<file path="src/hw/sld_pkg.sv">
// Package with constants, states and carriers for the serial link deserializer controller
package sld_pkg;
	// Register byte offsets on the APB
	localparam logic [7:0] SLD_CTRL_OFS      = 8'h00;
	localparam logic [7:0] SLD_STATUS_OFS    = 8'h04;
	localparam logic [7:0] SLD_WORD_OFS      = 8'h08;
	localparam logic [7:0] SLD_IRQ_STAT_OFS  = 8'h0c;
	localparam logic [7:0] SLD_IRQ_CLR_OFS   = 8'h10;
	localparam logic [7:0] SLD_IRQ_EN_OFS    = 8'h14;
	localparam logic [7:0] SLD_ERR_CNT_OFS   = 8'h18;

	// Reset values
	localparam logic [0:0]  SLD_CTRL_RST     = 1'h1;
	localparam logic [2:0]  SLD_IRQ_EN_RST   = 3'h0;

	// Interrupt bit positions
	localparam int SLD_IRQ_LOCK_ACQ  = 0;
	localparam int SLD_IRQ_LOCK_LOST = 1;
	localparam int SLD_IRQ_FRAME_ERR = 2;

	// Frame layout: start bit, ten data bits, stop bit
	localparam logic [3:0] SLD_FRAME_LAST  = 4'hb;
	localparam logic [3:0] SLD_DATA_FIRST  = 4'h1;
	localparam logic [3:0] SLD_DATA_LAST   = 4'ha;
	localparam logic [3:0] SLD_RCLK_HIGH   = 4'h6;

	// Lock detector counts
	localparam logic [3:0] SLD_LOCK_FRAMES = 4'h8;
	localparam logic [2:0] SLD_LOSS_FRAMES = 3'h4;
	localparam logic [2:0] SLD_STALE_WORDS = 3'h5;

	// Reference clock supervision
	localparam real        SLD_SYS_CLK_MHZ   = 100.0;
	localparam real        SLD_REF_TIMEOUT_NS = 640.0;
	localparam logic [7:0] SLD_REF_TIMEOUT   = 8'(int'(SLD_REF_TIMEOUT_NS * SLD_SYS_CLK_MHZ / 1000.0));
	localparam logic [3:0] SLD_REF_EDGES     = 4'h4;

	// Index of each synchronised pin input
	localparam int SLD_IN_POS  = 0;
	localparam int SLD_IN_NEG  = 1;
	localparam int SLD_IN_EDGE = 2;
	localparam int SLD_IN_PWR  = 3;
	localparam int SLD_IN_OE   = 4;
	localparam int SLD_IN_REF  = 5;
	localparam int SLD_IN_W    = 6;

	// Receiver framing states
	typedef enum logic [0:0] {
		SLD_HUNT,
		SLD_TRACK
	} sld_state_t;

	// Parallel pin outputs that share one output enable
	typedef struct packed {
		logic [9:0] word;
		logic       rclk;
		logic       lock_n;
	} sld_pins_t;

	// Whole state of the controller
	typedef struct packed {
		logic [SLD_IN_W-1:0] s1;
		logic [SLD_IN_W-1:0] s2;
		sld_state_t          st;
		logic [3:0]          cnt;
		logic [9:0]          shift;
		logic                start_ok;
		logic                prev_bit;
		logic                locked;
		logic [3:0]          good_cnt;
		logic [2:0]          bad_cnt;
		logic [2:0]          stale;
		logic [9:0]          hold;
		logic [9:0]          word_out;
		logic                rclk;
		logic                ref_prev;
		logic [3:0]          ref_edges;
		logic [7:0]          ref_idle;
		logic                ctrl_en;
		logic [2:0]          irq_st;
		logic [2:0]          irq_en;
		logic [15:0]         err_cnt;
		logic [31:0]         prdata;
		logic                pslverr;
	} sld_regs_t;
endpackage

</file>
<file path="src/hw/sld_deser_ctl.sv">
// Receive controller: framing, lock detection, recovered clock and APB registers
`timescale 1ns/1ps
`default_nettype none

module sld_deser_ctl
	import sld_pkg::*;
(
	// Clock and reset
	input  wire logic        sys_clk,
	input  wire logic        nrst,
	// Link and control pins
	input  wire logic        serial_in_pos,
	input  wire logic        serial_in_neg,
	input  wire logic        edge_select,
	input  wire logic        power_down_n,
	input  wire logic        output_enable,
	input  wire logic        reference_clock_in,
	// Parallel pins with shared output enable
	output sld_pins_t        pins_out,
	output logic             pins_oe,
	// APB slave
	input  wire logic        psel,
	input  wire logic        penable,
	input  wire logic        pwrite,
	input  wire logic [7:0]  paddr,
	input  wire logic [31:0] pwdata,
	output logic [31:0]      prdata,
	output logic             pready,
	output logic             pslverr,
	// Interrupt
	output logic             irq
);
	sld_regs_t r_reg;   // Registered state
	sld_regs_t r_next;  // Next state

	// Decode of a mapped register offset, used by the error logic
	function automatic logic sld_mapped(input logic [7:0] a);
		case (a)
			SLD_CTRL_OFS, SLD_STATUS_OFS, SLD_WORD_OFS, SLD_IRQ_STAT_OFS,
			SLD_IRQ_CLR_OFS, SLD_IRQ_EN_OFS, SLD_ERR_CNT_OFS: sld_mapped = 1'b1;
			default: sld_mapped = 1'b0;
		endcase
	endfunction

	logic       bit_in;     // Resolved differential bit
	logic       run;        // Receiver allowed to run
	logic       ref_ok;     // Reference clock is alive
	logic       frame_ok;   // Start and stop bits framed the word
	logic       wr_acc;     // APB write completes this edge
	logic [2:0] events;     // Interrupt events this cycle
	logic [9:0] word_new;   // Word with the last data bit shifted in

	// Next-state logic
	always_comb begin
		r_next = r_reg;
		events = 3'h0;
		frame_ok = 1'b0;
		// Two-stage synchronisers; only s2 is read below
		r_next.s1 = {reference_clock_in, output_enable, power_down_n, edge_select, serial_in_neg, serial_in_pos};
		r_next.s2 = r_reg.s1;
		bit_in = r_reg.s2[SLD_IN_POS] & ~r_reg.s2[SLD_IN_NEG];
		word_new = {bit_in, r_reg.shift[9:1]};

		// Reference supervision: the frequency reference must toggle
		r_next.ref_prev = r_reg.s2[SLD_IN_REF];
		if (r_reg.s2[SLD_IN_REF] != r_reg.ref_prev) begin
			r_next.ref_idle = 8'h0;
			if (r_reg.ref_edges != SLD_REF_EDGES)
				r_next.ref_edges = r_reg.ref_edges + 4'h1;
		end else if (r_reg.ref_idle == SLD_REF_TIMEOUT) begin
			r_next.ref_edges = 4'h0;
		end else begin
			r_next.ref_idle = r_reg.ref_idle + 8'h1;
		end
		ref_ok = (r_reg.ref_edges == SLD_REF_EDGES);

		run = r_reg.s2[SLD_IN_PWR] & ref_ok & r_reg.ctrl_en;
		r_next.prev_bit = bit_in;

		if (!run) begin
			// Stopped: drop lock so the indicator reads unlocked
			r_next.st = SLD_HUNT;
			r_next.cnt = 4'h0;
			r_next.locked = 1'b0;
			r_next.good_cnt = 4'h0;
			r_next.bad_cnt = 3'h0;
		end else begin
			case (r_reg.st)
				SLD_HUNT: begin
					// Embedded clock edge: stop low then start high
					if (!r_reg.prev_bit && bit_in) begin
						r_next.st = SLD_TRACK;
						r_next.cnt = SLD_DATA_FIRST;
						r_next.start_ok = 1'b1;
					end
				end
				SLD_TRACK: begin
					if (r_reg.cnt == 4'h0) begin
						r_next.start_ok = bit_in;
						r_next.cnt = SLD_DATA_FIRST;
					end else if (r_reg.cnt <= SLD_DATA_LAST) begin
						// LSB first into the shift register
						r_next.shift = word_new;
						r_next.cnt = r_reg.cnt + 4'h1;
					end else begin
						r_next.cnt = 4'h0;
						frame_ok = r_reg.start_ok & ~bit_in;
						if (frame_ok) begin
							r_next.hold = r_reg.shift;
						end else begin
							events[SLD_IRQ_FRAME_ERR] = 1'b1;
						end
						if (r_reg.locked) begin
							if (frame_ok) begin
								r_next.bad_cnt = 3'h0;
							end else if (r_reg.bad_cnt == SLD_LOSS_FRAMES - 3'h1) begin
								// Fourth bad frame in a row
								r_next.locked = 1'b0;
								r_next.stale = SLD_STALE_WORDS;
								r_next.bad_cnt = 3'h0;
								r_next.st = SLD_HUNT;
								events[SLD_IRQ_LOCK_LOST] = 1'b1;
							end else begin
								r_next.bad_cnt = r_reg.bad_cnt + 3'h1;
							end
						end else if (!frame_ok) begin
							// Misframed while acquiring: search again
							r_next.good_cnt = 4'h0;
							r_next.st = SLD_HUNT;
						end else if (r_reg.good_cnt == SLD_LOCK_FRAMES - 4'h1) begin
							r_next.locked = 1'b1;
							r_next.good_cnt = 4'h0;
							events[SLD_IRQ_LOCK_ACQ] = 1'b1;
						end else begin
							r_next.good_cnt = r_reg.good_cnt + 4'h1;
						end
					end
				end
				default: r_next.st = SLD_HUNT;
			endcase
		end

		// Word-rate clock: high for data counts 1 to 6, still while hunting or stopped.
		// Starting the high phase on the first data bit keeps the first frame after a
		// hunt as long as every later one, so only a stop during the high phase cuts a pulse short
		r_next.rclk = (r_next.st == SLD_TRACK) && (r_next.cnt >= SLD_DATA_FIRST)
			&& (r_next.cnt <= SLD_RCLK_HIGH);

		// Output word changes on the edge opposite to the strobe edge
		if (r_reg.s2[SLD_IN_EDGE]) begin
			if (r_reg.rclk && !r_next.rclk)
				r_next.word_out = r_reg.hold;
		end else begin
			if (!r_reg.rclk && r_next.rclk)
				r_next.word_out = r_reg.hold;
		end

		// Stale-word count is set on a loss and cleared once lock is regained
		if (events[SLD_IRQ_LOCK_ACQ])
			r_next.stale = 3'h0;

		// APB register writes
		wr_acc = psel & penable & pwrite;
		if (wr_acc && paddr == SLD_CTRL_OFS)
			r_next.ctrl_en = pwdata[0];
		if (wr_acc && paddr == SLD_IRQ_EN_OFS)
			r_next.irq_en = pwdata[2:0];
		// Set wins over a clear in the same cycle
		if (wr_acc && paddr == SLD_IRQ_CLR_OFS)
			r_next.irq_st = (r_reg.irq_st & ~pwdata[2:0]) | events;
		else
			r_next.irq_st = r_reg.irq_st | events;
		// Saturating frame error counter
		if (events[SLD_IRQ_FRAME_ERR] && r_reg.err_cnt != 16'hffff)
			r_next.err_cnt = r_reg.err_cnt + 16'h1;

		// Read data and error captured in the setup phase
		if (psel && !penable) begin
			r_next.pslverr = ~sld_mapped(paddr);
			case (paddr)
				SLD_CTRL_OFS:     r_next.prdata = {31'h0, r_reg.ctrl_en};
				SLD_STATUS_OFS:   r_next.prdata = {26'h0, r_reg.stale, pins_oe, ref_ok, r_reg.locked};
				SLD_WORD_OFS:     r_next.prdata = {22'h0, r_reg.hold};
				SLD_IRQ_STAT_OFS: r_next.prdata = {29'h0, r_reg.irq_st};
				SLD_IRQ_EN_OFS:   r_next.prdata = {29'h0, r_reg.irq_en};
				SLD_ERR_CNT_OFS:  r_next.prdata = {16'h0, r_reg.err_cnt};
				default:          r_next.prdata = 32'h0; // Clear register and unmapped read zero
			endcase
		end
	end

	// State register
	always_ff @(posedge sys_clk or negedge nrst) begin
		if (!nrst) begin
			r_reg <= '0;
			r_reg.st <= SLD_HUNT;
			r_reg.ctrl_en <= SLD_CTRL_RST;
			r_reg.irq_en <= SLD_IRQ_EN_RST;
		end else begin
			r_reg <= r_next;
		end
	end

	// Pin drivers; floated when powered down or disabled
	assign pins_oe = r_reg.s2[SLD_IN_PWR] & r_reg.s2[SLD_IN_OE];
	assign pins_out.word = r_reg.word_out;
	assign pins_out.rclk = r_reg.rclk;
	assign pins_out.lock_n = ~r_reg.locked;

	// APB answer without wait states
	assign prdata = r_reg.prdata;
	assign pslverr = r_reg.pslverr;
	assign pready = 1'b1;

	// Level interrupt from enabled sticky bits
	assign irq = |(r_reg.irq_st & r_reg.irq_en);
endmodule

`default_nettype wire

</file>
<file path="config.mk">
export PLATFORM = sky130hd
export DESIGN_NAME = sld_deser_ctl
export DESIGN_NICKNAME = d
export VERILOG_FILES = /design/src/hw/sld_pkg.sv /design/src/hw/sld_deser_ctl.sv
export SDC_FILE = /design/constraint.sdc
export NUM_CORES = 1
export LEC_CHECK = 0
export ABC_AREA = 1
export BUFFER_PORTS_ARGS = -buffer_cell sky130_fd_sc_hd__buf_2
export CORE_MARGIN = 5
export CORE_UTILIZATION = 55
export CTS_CLUSTER_SIZE = 8
export DETAILED_ROUTE_END_ITERATION = 8
export MAX_ROUTING_LAYER = met4
export PLACE_DENSITY = 0.79
export SETUP_SLACK_MARGIN = 0.1
export SYNTH_ARGS = -nofsm -noshare
export SYNTH_HDL_FRONTEND = slang
export SYNTH_SLANG_ARGS = --single-unit
</file>
<file path="constraint.sdc">
create_clock -name sys_clk -period 5.1 [get_ports sys_clk]
set_input_delay 0.51 -clock sys_clk [delete_from_list [all_inputs] [get_ports sys_clk]]
set_output_delay 0.51 -clock sys_clk [all_outputs]
set_load 0.01 [all_outputs]
</file>
Word level (Yosys, flattened, before mapping)
Index checks and enable logic that the tools add are counted.

Output and inout bits: 48. Logic and storage cells: 162. Flip-flop bits (word level): 130. Bits in writable memories: 0. Input port bits: 51. Latch bits: 0. Bits in read-only memories: 0. Memories kept: 0.

$add $sub $neg: 6. Order comparisons: 3. $mul: 0. Multiplexer cells: 52. Bitwise gates (word level): 19. Shift operators: 0. Reductions and logical operators: 33. Equality and inequality tests: 26. Divide/modulo/power cells: 0.

Operators by type and width (number): $pmux 16 s6 (1); $mux 21 (3); $mux 10 (4); $mux 3 (10); $mux 4 (7); $eq 8x5->1 const B (3); $ne 2x2->1 const B (10); $mux 1 (18); $add 16x1->16 const B (1); $eq 8x4->1 const B (2); $mux 8 (2); $ne 16x16->1 const B (1); $mux 13 (1); $add 4x1->4 const B (3); $mux 12 (1); $reduce_and 4->1 (3); $reduce_bool 2->1 (6); $logic_and 1x1->1 (10); $mux 5 (2); $pmux 5 s2 (1); $add 8x1->8 const B (1); $eq 4x3->1 const B (2); $eq 8x3->1 const B (1); $eq 8x7->1 const B (1); other kinds (24) (45).

Longest topological paths before layout
Depth in word-level cells: 17. Mapped depth: 14.

Worst setup path before layout
OpenSTA, ideal clock, no wires.

Kind: reg2reg. Start point: reg r_reg[64] (netlist bit). End point: reg r_reg, in the netlist pins_out[10]. Setup slack: 3325 ps. Clock period less this slack: 1775 ps. Buffers on the path: 0. Arrival time: 1657 ps. Stages on the path, launching flop included: 12. Path through: dfrtp_1 -> inv_1 -> ha_1 -> nand3_2 -> nor2_4 -> nand2_1 -> nor2_4 -> inv_1 -> nand3_2 -> nand3_2 -> nand3_1 -> nand2_1.

RTL lines: from (decl) (line sld_deser_ctl.sv:33) `sld_regs_t r_reg;`; from (signal assigned) (line sld_deser_ctl.sv:200) `r_reg <= r_next;`.

Worst setup path in the final report
Start point: reg r_reg[64] (netlist bit). End point: reg r_reg[112] (netlist bit).

Word-level cells in the longest chain between the ends: 4.

Ends and longest elaborated chain: $eq 4x3->1 (line sld_deser_ctl.sv:75) `ref_ok = (r_reg.ref_edges == SLD_REF_EDGES);`; $and 1x1->1 (2 in series) (line sld_deser_ctl.sv:77) `run = r_reg.s2[SLD_IN_PWR] & ref_ok & r_reg.ctrl_en;`; $reduce_and 4->1 (no line).

Every way passes these cells. A chain may end at the register's enable or synchronous reset.

==> flow_metrics.tcl <==
set metrics [dict create \
    status "finished, final reports clean" \
    cts_buffers 9 \
    seq_power_share 0.577 \
    swShare 0.264 \
    end_kind "flop" \
    hold_end "r_next[123]$_DFF_PN0_" \
    final_area_um2 5940 \
    wire_per_inst_um 13.3 \
    cts-htree-levels 3 \
    fp-row-count 36 \
    maxCapViolations 0 \
    critPathLaunchType "flop" \
    pwr-share-clk 0.345 \
    synth_cell_type_count 36 \
    fillers 859 \
    ys_ff_latch 112 \
    largest_register_ffs 77 \
    skew_ns 0.0160 \
    max_freq_ghz 0.408 \
    finalSetupViolations 0 \
    dp_slack_ns 2.68 \
    clk_path_buf_depth 2 \
    combPwrFrac 0.078 \
    min_from "reference_clock_in" \
    hpwl_mm 7.99 \
    ff2ff_path_depth 8 \
    vdd.ir_drop.worst_v 0.000152 \
    synth_commonest_cells "143 x nand2_1, 111 x dfrtp_1, 87 x inv_1" \
    synthCells 644 \
    slew_headroom 0.295 \
    layout_min_cycle_time_ns 2.45 \
    reg2reg_from "r_reg[64]$_DFFE_PN0P_" \
    drv_slew 0 \
    clkSlewWorstSetupHoldPaths_ns 0.12 \
    total_power_mw 1.62 \
    drc_errors 0 \
    fin_ws_ns 2.65 \
    drt_wl_total_mm 10.8 \
    portBuffers 52 \
    area_growth_pct 6.15 \
    grt_usage 0.190 \
    p_sw_uw 429 \
    yosys_warnings 0 \
    synthFlopType "dfrtp_1" \
    viasPerCell 5.14 \
    die_x_um 111 \
    drive_gt1_frac 0.146 \
    die_h_um 111 \
    crit_type "flop to flop" \
    cts_tree "built" \
    p_int_mw 1.19 \
    grt_pass1_wl_mm 18.9 \
    place.gp.congestion 0.874 \
    grt_pass1_vias 4191 \
    yosys.area.top_type "dfrtp_1" \
    ant_nets 0 \
    setup-tns-final_ns 0 \
    worst-endpoint-arrival_ns 2.76 \
    start_util 0.567 \
    fp.dieArea_um2 12300 \
    num_antenna_cells 0 \
    seq_area_um2 2800 \
    synth_top_area_frac 0.497 \
    p_leak_nw 2.97 \
    hold_viol 0 \
    routed-via-count 4162 \
    reg2reg_slack_ns 2.65 \
    ys_seq_area_frac 0.501 \
    grt_antenna_before_repair 0 \
    overflow 0 \
    ctsRootBufferMaster "clkbuf_8" \
    layout.nets 733 \
    post_cts_buffers 0 \
    powerDensity_nw_per_um2 273 \
    avgSynthCellArea_um2 8.68 \
    clk_latency_ns 0.40 \
    clkSinkCount 112 \
    postCtsHoldBufs 0 \
    reg2reg_to "r_reg[112]$_DFFE_PN0P_" \
    synth.most_common_cell "nand2_1" \
    synth.area.top_cells "dfrtp_1 50%, nand2_1 9.6%, buf_4 5.9%" \
    dr.first_iter.drc_count 294 \
    period_share 0.481 \
    crit_fanout 20 \
    synth_enable_flop_cells 0 \
    multiInputGateArea_um2 2150 \
    core_area_um2 9860 \
    grt_setup_unrepaired "no" \
    tightest_slew_ns 1.05 \
    synthArstFlopShare 1.00 \
    holdPathStages 1 \
    placed_cell_area_um2 5730 \
    layout.cells.non_filler 810 \
    netlist_area_um2 5590 \
    detail_route.first_pass.iterations 5 \
    post_cts_resized 0 \
    hold_path_class "primary input to flop" \
    num_io_pins 99 \
    cp_data_required_time_ns 5.40 \
    grt_start_max_net_pins 77 \
    placedCellCount 794 \
]
[power groups by stage]
| stage | clock, mW | combinational, mW | sequential (mW) |
|---|---|---|---|
| final | 0.560 | 0.126 | 0.935 |
| after global placement | 0 | 0.118 | 0.950 |
| after global routing | 0.611 | 0.148 | 0.939 |
| after CTS | 0.575 | 0.129 | 0.935 |
| after detailed placement | 0 | 0.127 | 0.953 |
| after floorplan | 0 | 0.0901 | 0.949 |
[final cells by class]
class                   count  area share
clock buffers               9      0.0209
repair buffers             53      0.0455
well taps                 133      0.0280
flip-flops and latches    112       0.472
clock inverters             7      0.0145
multi-input cells         406       0.361
inverters                  90      0.0573
[per-stage QoR]
stage | hold slack, ns | utilization
global placement | 0.332 | 0.581
floorplan | 0.214 | -
global route | 0.201 | 0.602
finish | 0.223 | 0.602
CTS | 0.203 | 0.602
detailed placement | 0.337 | 0.581
[cells in the final DEF, fill, tap and decap left out, types with 3 or more instances in the layout]
cell,instances
conb_1,17
dfrtp_1,111
nor3_1,16
clkbuf_8,9
nand3_1,47
nor4_1,5
o31ai_1,5
nand2_4,4
nor2_4,5
a21oi_1,14
nor2_2,7
a31oi_1,4
xnor2_1,5
ha_1,10
nor2_1,27
o21a_1,3
inv_1,87
nand4_1,10
xor2_1,15
o22ai_1,5
nand3_2,6
o21ai_0,49
buf_2,51
nand2_1,143
[cells by family (layout without fill, tap and decap cells)]
family                   Yosys count  count (layout)  share of synthesized area
AO/OA/AOI/OAI                     85              85                     0.0855
XOR/XNOR                          20              20                     0.0313
adder cells (fa/ha/maj)           10              10                     0.0224
buffers and inverters            141             159                      0.125
flip-flops                       112             112                      0.501
other                              2              17                    0.00134
AND/OR/NAND/NOR                  274             274                      0.233
[per-layer routing]
layer  vias up  wire length [um]  track usage
li1       2062                 -            -
met1      1978              4940        0.241
met2       105              5150        0.299
met3        17               530       0.0448
met4         0               180       0.0665
met5         -                 0            -
[critical path: stages (launching register included)]
cell and delay (ns):
dfrtp_1 0.41, inv_1 0.11, ha_1 0.17, nand3_2 0.12, nor2_4 0.28, inv_1 0.14
nor2_1 0.83, nand2_1 0.14, o21a_1 0.15
[worst max-delay path by stage]
stage	startpoint	to	cells after the start
2_1_floorplan	r_reg[64]$_DFFE_PN0P_	pins_out[10]$_DFFE_PN0P_	11
3_3_place_gp	penable	pslverr$_DFFE_PN0P_	5
3_5_place_dp	r_reg[64]$_DFFE_PN0P_	r_reg[112]$_DFFE_PN0P_	8
4_1_cts	r_reg[64]$_DFFE_PN0P_	r_reg[109]$_DFFE_PN0P_	7
5_1_grt	r_reg[64]$_DFFE_PN0P_	r_reg[112]$_DFFE_PN0P_	8
6_report	r_reg[64]$_DFFE_PN0P_	r_reg[112]$_DFFE_PN0P_	8
(Power assumes the default switching activity.)
